**src/rtl/wdp_pkg.sv**
```systemverilog
/*
  Shared constants and types of the watchdog with prescaler block:
  register indices, field positions, reset values, timing figures.
  Assumes a 40 MHz system clock and a 32-bit classic Wishbone bus.
*/
package wdp_pkg;

  // Bus geometry
  localparam int unsigned WB_ADR_W = 16;
  localparam int unsigned WB_DAT_W = 32;
  localparam int unsigned RD_W     = 16;

  // Register indices; byte address is four times the index
  localparam logic [13:0] IDX_OPTION = 14'h0081;
  localparam logic [13:0] IDX_CONFIG = 14'h2007;
  localparam logic [13:0] IDX_STATUS = 14'h0003;
  localparam logic [13:0] IDX_CMD    = 14'h0004;
  localparam logic [13:0] IDX_ISTAT  = 14'h0005;
  localparam logic [13:0] IDX_IMASK  = 14'h0006;
  localparam logic [1:0]  ADR_ALIGN  = 2'h0;

  // Timer/prescale configuration register
  localparam int unsigned OPT_W          = 8;
  localparam logic [7:0]  OPT_RST        = 8'hff;
  localparam int unsigned OPT_ASSIGN_BIT = 3;
  localparam int unsigned OPT_RATE_MSB   = 2;
  localparam int unsigned OPT_RATE_LSB   = 0;

  // Device configuration word
  localparam int unsigned CFG_W          = 14;
  localparam int unsigned CFG_PWRT_BIT   = 3;
  localparam int unsigned CFG_WDT_EN_BIT = 2;
  localparam int unsigned CFG_OSC_MSB    = 1;
  localparam int unsigned CFG_OSC_LSB    = 0;
  localparam logic [1:0]  OSC_LP         = 2'h0;
  localparam logic [1:0]  OSC_XT         = 2'h1;
  localparam logic [1:0]  OSC_HS         = 2'h2;
  localparam logic [1:0]  OSC_RC         = 2'h3;

  // Status, command and interrupt fields
  localparam int unsigned STAT_TO_BIT    = 0;
  localparam int unsigned STAT_SLEEP_BIT = 1;
  localparam int unsigned CMD_CLR_BIT    = 0;
  localparam int unsigned CMD_SLEEP_BIT  = 1;
  localparam int unsigned IRQ_W          = 2;
  localparam int unsigned IRQ_RESET_BIT  = 0;
  localparam int unsigned IRQ_WAKE_BIT   = 1;
  localparam logic [1:0]  IRQ_RST        = 2'h0;

  // Timing: base period of the watchdog oscillator
  localparam int unsigned CLK_PERIOD_NS  = 25;
  localparam int unsigned WDT_PERIOD_US  = 18000;
  localparam int unsigned NS_PER_US      = 1000;
  localparam int unsigned WDT_BASE_CYC   =
    (WDT_PERIOD_US * NS_PER_US) / CLK_PERIOD_NS;
  localparam int unsigned BASE_W         = 20;
  localparam int unsigned PRE_W          = 7;

  // Run state of the device
  typedef enum logic [1:0] {
    ST_RUN   = 2'b01,
    ST_SLEEP = 2'b10
  } wdp_state_t;

  // Register selected by a bus address
  typedef enum logic [2:0] {
    RS_NONE, RS_OPT, RS_CFG, RS_STAT, RS_CMD, RS_ISTAT, RS_IMASK
  } wdp_regsel_t;

endpackage

```
**src/rtl/wdp_prescaler.sv**
```systemverilog
/*
  Shared prescaler as seen by the watchdog: divides base time-outs
  by 1 to 128 in powers of two. Assumes the caller holds it clear
  while it is not assigned and keeps tick a one-cycle pulse.
*/
`timescale 1ns/100ps
module wdp_prescaler
  import wdp_pkg::*;
(
  input  wire logic       clk,      // System clock
  input  wire logic       rst_n,    // Synchronous reset, active low
  input  wire logic       clear,    // Zero the count
  input  wire logic       tick,     // Base period elapsed
  input  wire logic       assigned, // Prescaler serves the watchdog
  input  wire logic [2:0] rate,     // Division select
  output logic            expire    // Watchdog time-out pulse
);

  typedef struct packed {
    logic [PRE_W-1:0] cnt;
  } wdp_pre_t;

  wdp_pre_t         s_r;
  wdp_pre_t         s_nxt;
  logic [PRE_W-1:0] lastCnt;

  // Terminal count has rate low bits set: ratio 2**rate
  genvar i;
  generate
    for (i = 0; i < PRE_W; i++) begin : g_mask
      assign lastCnt[i] = (rate > 3'(i));
    end
  endgenerate

  // Unassigned means every base period expires
  assign expire = tick & (~assigned | (s_r.cnt == lastCnt));

  // Count base periods, restart after each time-out
  always_comb begin
    s_nxt = s_r;
    if (!rst_n || clear || expire) begin
      s_nxt.cnt = '0;
    end else if (tick && assigned) begin
      s_nxt.cnt = s_r.cnt + 1'b1;
    end
  end

  always_ff @(posedge clk) begin
    s_r <= s_nxt;
  end
endmodule

```
**src/rtl/wdp_watchdog.sv**
```systemverilog
/*
  Watchdog timer with shared prescaler, run-state tracking and a
  classic Wishbone register slave with a level interrupt.
  Assumes a single 40 MHz clock, synchronous active-low reset, and
  configuration fuses that are stable while reset is asserted.
*/
// What this block does
// - Counts from its own free-running time base
// - Keeps counting while the core sleeps
// - Expiry in normal run resets the device
// - Expiry in sleep wakes the device instead
// - Enable fuse at zero disables it forever
// - Base time-out is 18 ms without prescaler
// - Assigned prescaler stretches time-out up to 1:128
// - Clear or sleep command zeroes count, prescaler
// - Every expiry clears the time-out status flag
// - Option register resets to ff; assign, rate
// - Two fuses pick one of four oscillators
`timescale 1ns/100ps
module wdp_watchdog
  import wdp_pkg::*;
#(
  parameter int unsigned BASE_CYCLES = WDT_BASE_CYC // Shorten in sim
)
(
  input  wire logic                clk,          // 40 MHz clock
  input  wire logic                rst_n,        // Sync reset, low
  input  wire logic [CFG_W-1:0]    cfgWord,      // Fuse word
  input  wire logic                wb_cyc_i,     // Bus cycle
  input  wire logic                wb_stb_i,     // Bus strobe
  input  wire logic                wb_we_i,      // Write enable
  input  wire logic [WB_ADR_W-1:0] wb_adr_i,     // Byte address
  input  wire logic [WB_DAT_W-1:0] wb_dat_i,     // Write data
  input  wire logic [3:0]          wb_sel_i,     // Byte lanes
  output logic      [WB_DAT_W-1:0] wb_dat_o,     // Read data
  output logic                     wb_ack_o,     // Acknowledge
  output logic                     irq,          // Interrupt level
  output logic                     deviceReset,  // Reset pulse
  output logic                     wakeUp,       // Wake pulse
  output logic                     sleeping,     // Core in sleep
  output logic                     timeoutStatusN, // Low: timed out
  output logic                     powerUpDelayEn, // Fuse bit, low on
  output logic      [3:0]          oscModeSel    // One-hot osc mode
);

  typedef struct packed {
    wdp_state_t       state;
    logic [BASE_W-1:0] base;
    logic [OPT_W-1:0] option;
    logic [CFG_W-1:0] cfg;
    logic             tosN;
    logic [IRQ_W-1:0] istat;
    logic [IRQ_W-1:0] imask;
    logic             ack;
    logic [RD_W-1:0]  rdata;
    logic             rstPulse;
    logic             wakePulse;
  } wdp_regs_t;

  wdp_regs_t         s_r;
  wdp_regs_t         s_nxt;
  logic [BASE_W-1:0] baseLast;
  logic              wdtOn;
  logic              baseTick;
  logic              expire;
  logic              busReq;
  logic              wrDone;
  logic              cmdClr;
  logic              cmdSleep;
  logic              wdtClear;
  logic              preAssigned;
  logic              preClear;
  wdp_regsel_t       selId;

  // Map a byte address onto a register; misaligned reads as none
  function automatic wdp_regsel_t regSel(
    input logic [WB_ADR_W-1:0] adr
  );
    wdp_regsel_t r;
    r = RS_NONE;
    if (adr[1:0] == ADR_ALIGN) begin
      case (adr[WB_ADR_W-1:2])
        IDX_OPTION: r = RS_OPT;
        IDX_CONFIG: r = RS_CFG;
        IDX_STATUS: r = RS_STAT;
        IDX_CMD:    r = RS_CMD;
        IDX_ISTAT:  r = RS_ISTAT;
        IDX_IMASK:  r = RS_IMASK;
        default:    r = RS_NONE;
      endcase
    end
    return r;
  endfunction

  // Bus decode: a write lands on the edge where ack is seen high
  assign busReq   = wb_cyc_i & wb_stb_i;
  assign selId    = regSel(wb_adr_i);
  assign wrDone   = busReq & wb_we_i & s_r.ack & wb_sel_i[0];
  assign cmdClr   = wrDone & (selId == RS_CMD)
                    & wb_dat_i[CMD_CLR_BIT];
  assign cmdSleep = wrDone & (selId == RS_CMD)
                    & wb_dat_i[CMD_SLEEP_BIT] & (s_r.state == ST_RUN);
  assign wdtClear = cmdClr | cmdSleep;

  // Base time-out. The on-chip oscillator is modelled as a count of
  // system clocks that never stops for sleep; real silicon would
  // drift with supply and temperature, this does not.
  assign baseLast = BASE_W'(BASE_CYCLES - 1);
  assign wdtOn    = s_r.cfg[CFG_WDT_EN_BIT];
  assign baseTick = wdtOn & (s_r.base == baseLast);

  // Prescaler only serves the watchdog while assigned to it
  assign preAssigned = s_r.option[OPT_ASSIGN_BIT];
  assign preClear    = ~wdtOn | ~preAssigned
                       | (wdtClear & preAssigned);

  wdp_prescaler u_prescaler (
    .clk      (clk),
    .rst_n    (rst_n),
    .clear    (preClear),
    .tick     (baseTick),
    .assigned (preAssigned),
    .rate     (s_r.option[OPT_RATE_MSB:OPT_RATE_LSB]),
    .expire   (expire)
  );

  // Next-state logic: bus writes first, hardware events after,
  // so a hardware set or a watchdog reset always wins a clear
  always_comb begin
    s_nxt           = s_r;
    s_nxt.ack       = busReq & ~s_r.ack;
    s_nxt.rstPulse  = 1'b0;
    s_nxt.wakePulse = 1'b0;

    // Read data captured as ack rises, held while ack stands
    if (busReq && !s_r.ack) begin
      s_nxt.rdata = '0;
      case (selId)
        RS_OPT:   s_nxt.rdata[OPT_W-1:0] = s_r.option;
        RS_CFG:   s_nxt.rdata[CFG_W-1:0] = s_r.cfg;
        RS_STAT: begin
          s_nxt.rdata[STAT_TO_BIT]    = s_r.tosN;
          s_nxt.rdata[STAT_SLEEP_BIT] = (s_r.state == ST_SLEEP);
        end
        RS_ISTAT: s_nxt.rdata[IRQ_W-1:0] = s_r.istat;
        RS_IMASK: s_nxt.rdata[IRQ_W-1:0] = s_r.imask;
        default:  s_nxt.rdata = '0;
      endcase
    end

    // Register writes; command register is write-only
    if (wrDone) begin
      case (selId)
        RS_OPT:   s_nxt.option = wb_dat_i[OPT_W-1:0];
        RS_ISTAT: s_nxt.istat  = s_r.istat & ~wb_dat_i[IRQ_W-1:0];
        RS_IMASK: s_nxt.imask  = wb_dat_i[IRQ_W-1:0];
        default:  s_nxt.imask  = s_nxt.imask;
      endcase
    end

    // Base counter runs in every state, wraps each period
    if (!wdtOn || wdtClear || baseTick) begin
      s_nxt.base = '0;
    end else begin
      s_nxt.base = s_r.base + 1'b1;
    end

    // Run state and time-out consequences
    if (expire) begin
      s_nxt.tosN = 1'b0;
      if (s_r.state == ST_RUN) begin
        s_nxt.rstPulse = 1'b1;
        s_nxt.option   = OPT_RST;
        s_nxt.istat[IRQ_RESET_BIT] = 1'b1;
      end else begin
        s_nxt.state     = ST_RUN;
        s_nxt.wakePulse = 1'b1;
        s_nxt.istat[IRQ_WAKE_BIT] = 1'b1;
      end
    end else if (cmdSleep) begin
      s_nxt.state = ST_SLEEP;
      s_nxt.tosN  = 1'b1;
    end else if (cmdClr) begin
      s_nxt.tosN  = 1'b1;
    end

    // Reset; fuses are sampled while reset is held
    if (!rst_n) begin
      s_nxt.state     = ST_RUN;
      s_nxt.base      = '0;
      s_nxt.option    = OPT_RST;
      s_nxt.cfg       = cfgWord;
      s_nxt.tosN      = 1'b1;
      s_nxt.istat     = IRQ_RST;
      s_nxt.imask     = IRQ_RST;
      s_nxt.ack       = 1'b0;
      s_nxt.rdata     = '0;
      s_nxt.rstPulse  = 1'b0;
      s_nxt.wakePulse = 1'b0;
    end
  end

  always_ff @(posedge clk) begin
    s_r <= s_nxt;
  end

  // Oscillator mode from the two fuse bits
  always_comb begin
    case (s_r.cfg[CFG_OSC_MSB:CFG_OSC_LSB])
      OSC_LP:  oscModeSel = 4'h1;
      OSC_XT:  oscModeSel = 4'h2;
      OSC_HS:  oscModeSel = 4'h4;
      OSC_RC:  oscModeSel = 4'h8;
      default: oscModeSel = 4'h1;
    endcase
  end

  // Outputs, all taken from state flops
  assign wb_dat_o       = {{(WB_DAT_W - RD_W){1'b0}}, s_r.rdata};
  assign wb_ack_o       = s_r.ack;
  assign irq            = |(s_r.istat & s_r.imask);
  assign deviceReset    = s_r.rstPulse;
  assign wakeUp         = s_r.wakePulse;
  assign sleeping       = (s_r.state == ST_SLEEP);
  assign timeoutStatusN = s_r.tosN;
  assign powerUpDelayEn = s_r.cfg[CFG_PWRT_BIT];
endmodule

```
**config.mk**
```make
export PLATFORM = sky130hd
export DESIGN_NAME = wdp_watchdog
export DESIGN_NICKNAME = d
export VERILOG_FILES = /design/src/rtl/wdp_pkg.sv /design/src/rtl/wdp_prescaler.sv /design/src/rtl/wdp_watchdog.sv
export SDC_FILE = /design/constraint.sdc
export NUM_CORES = 1
export LEC_CHECK = 0
export BUFFER_PORTS_ARGS = -buffer_cell sky130_fd_sc_hd__buf_2
export CORE_ASPECT_RATIO = 1.75
export CORE_MARGIN = 2
export CORE_UTILIZATION = 50
export DETAILED_ROUTE_END_ITERATION = 6
export PLACE_DENSITY = 0.79
export SYNTH_ARGS = -nofsm -noshare
export SYNTH_HDL_FRONTEND = slang
export SYNTH_SLANG_ARGS = --single-unit
export TNS_END_PERCENT = 100
```
**constraint.sdc**
```tcl
create_clock -name clk -period 3.5 [get_ports clk]
set_input_delay 0.875 -clock clk [delete_from_list [all_inputs] [get_ports clk]]
set_output_delay 0.875 -clock clk [all_outputs]
set_load 0.05 [all_outputs]
```
==> results of run 1 <==
flip-flops by register name (all words and copies together) (netlist names):
name	cells
wb_dat_o	14
powerUpDelayEn	1
wb_ack_o	1
preAssigned	1
s_r	46
wakeUp	1
timeoutStatusN	1
deviceReset	1
u_prescaler.s_r	7
worst max-delay path: stages:
cell and delay, ps:
buf_2 90, nor3_1 340, nand4_1 290, and4bb_2 440, a31oi_2 130, o211ai_1 330
nor2_1 110
metal layers:
layer	vias up	track usage, %	routed length (µm)
li1	1453	-	-
met1	1394	23.8	3010
met3	21	4.47	343
met5	-	0	0
met2	90	38.4	4390
met4	0	15.3	323
power breakdown:
| part | switching (W) | internal [W] | leakage (nW) |
|---|---|---|---|
| registers | 0.0000115 | 0.000879 | 0.614 |
| logic | 0.000133 | 0.0000412 | 0.888 |
| clock network | 0.000320 | 0.000477 | 0.124 |
| total | 0.000465 | 0.00140 | 1.63 |
synthesized netlist by cell type (2+ instances only):
master     number
a21boi_0        3
a21o_1          2
a21oi_1        13
a221oi_1        6
a31o_2          2
a31oi_1         3
a31oi_2         3
and2_1          2
and3_1          5
buf_2           2
buf_4          33
clkbuf_1        5
dfxtp_1        59
edfxtp_1       14
ha_1            2
inv_1           6
mux2i_1         7
nand2_1        31
nand2_2         2
nand2b_1        5
nand3_1        27
nand4_1         9
nor2_1         50
nor2b_1         7
nor3_1          9
nor3_2          2
nor4_1          2
nor4_2          2
nor4b_1         2
o21a_1          2
o21ai_0        15
o2bb2ai_1       2
or2_2           4
xnor2_1         9
xor2_1         15
final cells by class:
| cell class | count | area share, % |
|---|---|---|
| multi-input combinational | 288 | 42.7 |
| sequential | 73 | 39.1 |
| timing repair buffer | 71 | 8.85 |
| clock buffer | 13 | 5.86 |
| tap | 84 | 2.56 |
| inverter | 6 | 0.549 |
| clock inverter | 3 | 0.427 |
path summary, 6_finish.rpt:
| path | to |
|---|---|
| worst max-delay path | u_prescaler.s_r[3]$_SDFFE_PP0P_ |
| worst min-delay path | wb_dat_o[8]$_SDFFE_PN0P_ |
| worst max register to register | u_prescaler.s_r[3]$_SDFFE_PP0P_ |
| worst min register to register | wb_dat_o[8]$_SDFFE_PN0P_ |
through the flow:
stage	power, W	area [µm²]	cells	utilization [%]	setup WS, ps
6_report	0.00186	4100	538	59.4	1070
3_3_place_gp	0.00108	3840	522	55.6	787
3_5_place_dp	0.00108	3840	522	55.6	725
5_1_grt	0.00193	4100	538	59.4	945
4_1_cts	0.00188	4100	538	59.4	1060
2_1_floorplan	0.00105	3650	407	-	1120
kinds of logic after synthesis:
family	Yosys count	share of synthesized area, %
and+or+nand+nor	174	26.0
DFF	73	44.6
AOI/OAI and AO/OA	62	12.1
buffers and inverters	46	8.34
xor gates and xnor gates	24	5.86
muxes	8	2.27
adders and majority gates	2	0.697
other	1	0.105
==> impl_metrics.toml, run 1 <==
[timing]
tns_ps = 0
period_share_pct = 69.4
finClkSkew_ps = 4.99
max_freq_mhz = 412
holdWs_ps = 447
relSlewSlack_pct = 35.4
min_period_ps = 2430
finalHoldViolations = 0
rsz0062_at_grt = "no"
setup_viol = 0
worst_pin_slew_ps = 966
slew_violations = 0

[route]
drt-vias-per-instance = 5.50
drtIter0Drc = 207
num_vias = 2958
drc = 0
wire_per_inst_um = 15.0
drtPass1Iterations = 4
final_antenna_net_count = 0
wl_um = 8070

[layout]
final_common_cell = "buf_2"
mostFrequentLayoutCells = "buf_2, dfxtp_1, nor2_1, nand2_1, nand3_1"
nNetsFinal = 522
multi_input_area_um2 = 1750
regArea_um2 = 1600
nFillCells = 620
syn2layout_area_growth_pct = 14.3
num_antenna_cells = 0
drive_gt1_share_pct = 23.6

[placement]
gp_congestion = 0.799
dpl.hpwl_um = 5880
numPortBuffers = 68

[floorplan]
die_h_um = 116
ios = 114
core_um2 = 6910
die_area_um2 = 7890
start_util_pct = 51.9
die_w_um = 68.0
fp-row-count = 40

[critical_path]
required_ps = 3690
worst_setup_path_end_kind = "flip-flop"
startpoint = "wb_adr_i[8]"
reg2reg_slack_ps = 1320
reg2reg_from = "s_r[46]$_SDFF_PP0_"
worstPathArrival_ps = 2620
worstSetupPathType = "input port to flip-flop"
rr_worst_depth = 6
worstPathMaxFanout = 7
critPathLaunchType = "input port"

[logic_synthesis]
yosys_warnings = 0
synthCells = 390
synth_area_leaders = "dfxtp_1, edfxtp_1, buf_4"
synth_area_um2 = 3590
synth_edf_count = 14
synthFlopType = "dfxtp_1"
yosysSeqAreaShare_pct = 44.6
ys_ff_latch = 73
synth_cell_types = 63
async_reset_ff_share_pct = 0
synth_top_area_share_pct = 32.9
yosys.area.top_type = "dfxtp_1"
avgSynthCellArea_um2 = 9.20

[clock_tree]
post_cts_buffers = 0
clk_pin_slew_ps = 50
ctsRootBufferMaster = "clkbuf_16"
clock-sinks = 73
insertion_delay_ps = 330
cts_tree = "built"
hold_buffers = 0
cts_buffer_depth = 2
htree_levels = 3
numCtsBuffers = 9
cts_resized = 0

[pwr]
vdd_drop_max_mv = 0.333
total_leakage_power_nw = 1.63
p_per_area_nw_per_um2 = 454

[global_routing]
grt_usage_pct = 22.4
grt_pass1_vias = 2875
antenna_found_initial = 0
grt_overflow = 0
grt_max_degree = 26
grt_pass1_wl_um = 13200

[worst_hold_path]
hp-start = "wb_dat_o[8]$_SDFFE_PN0P_"
hp-class = "flip-flop to flip-flop"
hold_depth = 2

[run_status]
run_status = "completed"

[run]
cap_violations = 0
Power figures use the tool's default switching activity.
==> run 2: changes to the inputs <==
clock period = 2.3 ns   (was 3.5 ns; I/O delays follow)
==> run 2 against run 1 <==
Combinational power increased by 59%. Die area is the same. Worst setup slack got worse by 850 ps. Non-clock buffer count increased by 10. Highest routed layer unchanged. Hold slack worse by 30 ps. Sequential power increased by 52%. Register-to-register slack got worse by 1100 ps. Critical path type is now flip-flop to flip-flop.
==> impl_metrics.toml, run 2 (same netlist as run 1, synthesis figures left out) <==
[layout]
drive_gt1_share_pct = 25.6
num_antenna_cells = 0
largest_reg_flops = 46
nNetsFinal = 532
mostFrequentLayoutCells = "buf_2, dfxtp_1, nor2_1, nand2_1, nand3_1"
final_common_cell = "buf_2"
fin_area_um2 = 4230
syn2layout_area_growth_pct = 17.9
largest-register = "s_r"

[timing]
min_period_ps = 2080
slew_violations = 0
rsz0062_at_grt = "no"
relSlewSlack_pct = 64.4
max_freq_mhz = 482
tns_ps = 0
finClkSkew_ps = 6.70
worst_pin_slew_ps = 531
setup_viol = 0
period_share_pct = 90.3
finalHoldViolations = 0

[worst_hold_path]
hp-start = "cfgWord[9]"
hp-class = "input port to flip-flop"

[clock_tree]
insertion_delay_ps = 330
clock-sinks = 73
htree_levels = 3
cts_tree = "built"
numCtsBuffers = 9
hold_buffers = 0
ctsRootBufferMaster = "clkbuf_16"
cts_resized = 0
post_cts_buffers = 0
cts_buffer_depth = 2
clk_pin_slew_ps = 60

[critical_path]
required_ps = 2490
reg2reg_slack_ps = 220
worstSetupPathType = "flip-flop to flip-flop"
worst_setup_path_end_kind = "flip-flop"
worstPathBufferInverterCount = 0
critPathLaunchType = "flip-flop"
cpPeakStageDelay_ps = 460
worstPathArrival_ps = 2270
crit_family = "compound AO/OA/AOI/OAI gates"
crit_path_cell_trace = "or2_2 > nor2_1 > o32a_1 > a31oi_2 > o31a_1 > o21ai_0"
reg2reg_from = "s_r[39]$_SDFF_PN1_"
critPathSlowestCell = "dfxtp_1"
worstPathMaxFanout = 8
startpoint = "s_r[39]$_SDFF_PN1_"

[floorplan]
start_util_pct = 51.9
die_w_um = 68.0
die_area_um2 = 7890
fp-row-count = 40
ios = 114
core_um2 = 6910
die_h_um = 116

[route]
drt-vias-per-instance = 5.50
drtIter0Drc = 198
wl_um = 8220
final_antenna_net_count = 0
drc = 0
num_vias = 3012
wire_per_inst_um = 15.0
drtPass1Iterations = 4

[global_routing]
grt_pass1_vias = 2767
antenna_found_initial = 0
grt_overflow = 0
grt_usage_pct = 21.2
grt_max_degree = 22
grt_pass1_wl_um = 12500

[run_status]
run_status = "completed"

[placement]
dpl.hpwl_um = 6050
numPortBuffers = 68
gp_congestion = 0.808
place_area_um2 = 3940

[pwr]
p_per_area_nw_per_um2 = 704
total_leakage_power_nw = 1.70
vdd_drop_max_mv = 0.536

[run]
cap_violations = 0
==> run 2: power by group <==
group	switching (W)	leakage, nW	internal, W
Sequential	0.0000172	0.614	0.00134
Combinational	0.000205	0.945	0.0000730
Clock	0.000517	0.144	0.000827
==> run 2: metal layers <==
layer / wire length [µm] / GRT usage (%) / up-vias
met1: 3070 / 22.7 / 1441
met4: 251 / 11.3 / 0
met5: 0 / 0 / -
met2: 4550 / 37.5 / 79
met3: 343 / 4.76 / 20
li1: - / - / 1472
==> run 2: path summary, 6_finish.rpt <==
| kind | depth (start not counted) | endpoint |
|---|---|---|
| worst max-delay path | 6 | preAssigned$_SDFF_PN1_ |
| worst min register to register | 2 | wb_dat_o[8]$_SDFFE_PN0P_ |
| worst min-delay path | 1 | s_r[33]$_DFFE_PN_ |
| worst max register to register | 6 | preAssigned$_SDFF_PN1_ |
==> run 2: per-stage QoR <==
stage / setup slack, ps / std cells / util [%] / power, W / hold WS (ps)
after floorplan: 224 / 407 / - / 0.00160 / 432
after global placement: 6.68 / 532 / 57.1 / 0.00165 / 437
after detailed placement: -39.4 / 532 / 57.1 / 0.00166 / 444
after CTS: 248 / 548 / 61.2 / 0.00299 / 414
after global routing: 116 / 548 / 61.2 / 0.00307 / 404
final: 223 / 548 / 61.2 / 0.00298 / 417
==> run 2: worst register-to-register path, delay by kind of cell, from the launching register on <==
family,cells,cell delay [ps]
AOI/OAI and AO/OA,4,1260
and+or+nand+nor,2,210
DFF,1,460
==> run 2: cell type report <==
class                   count  area [µm²]
fillers                   597        2680
multi-input cells         288        1750
flip-flops and latches     73        1600
repair buffers             81         463
clock buffers               9         225
well taps                  84         105
clock inverters             7        61.3
inverters                   6        22.5
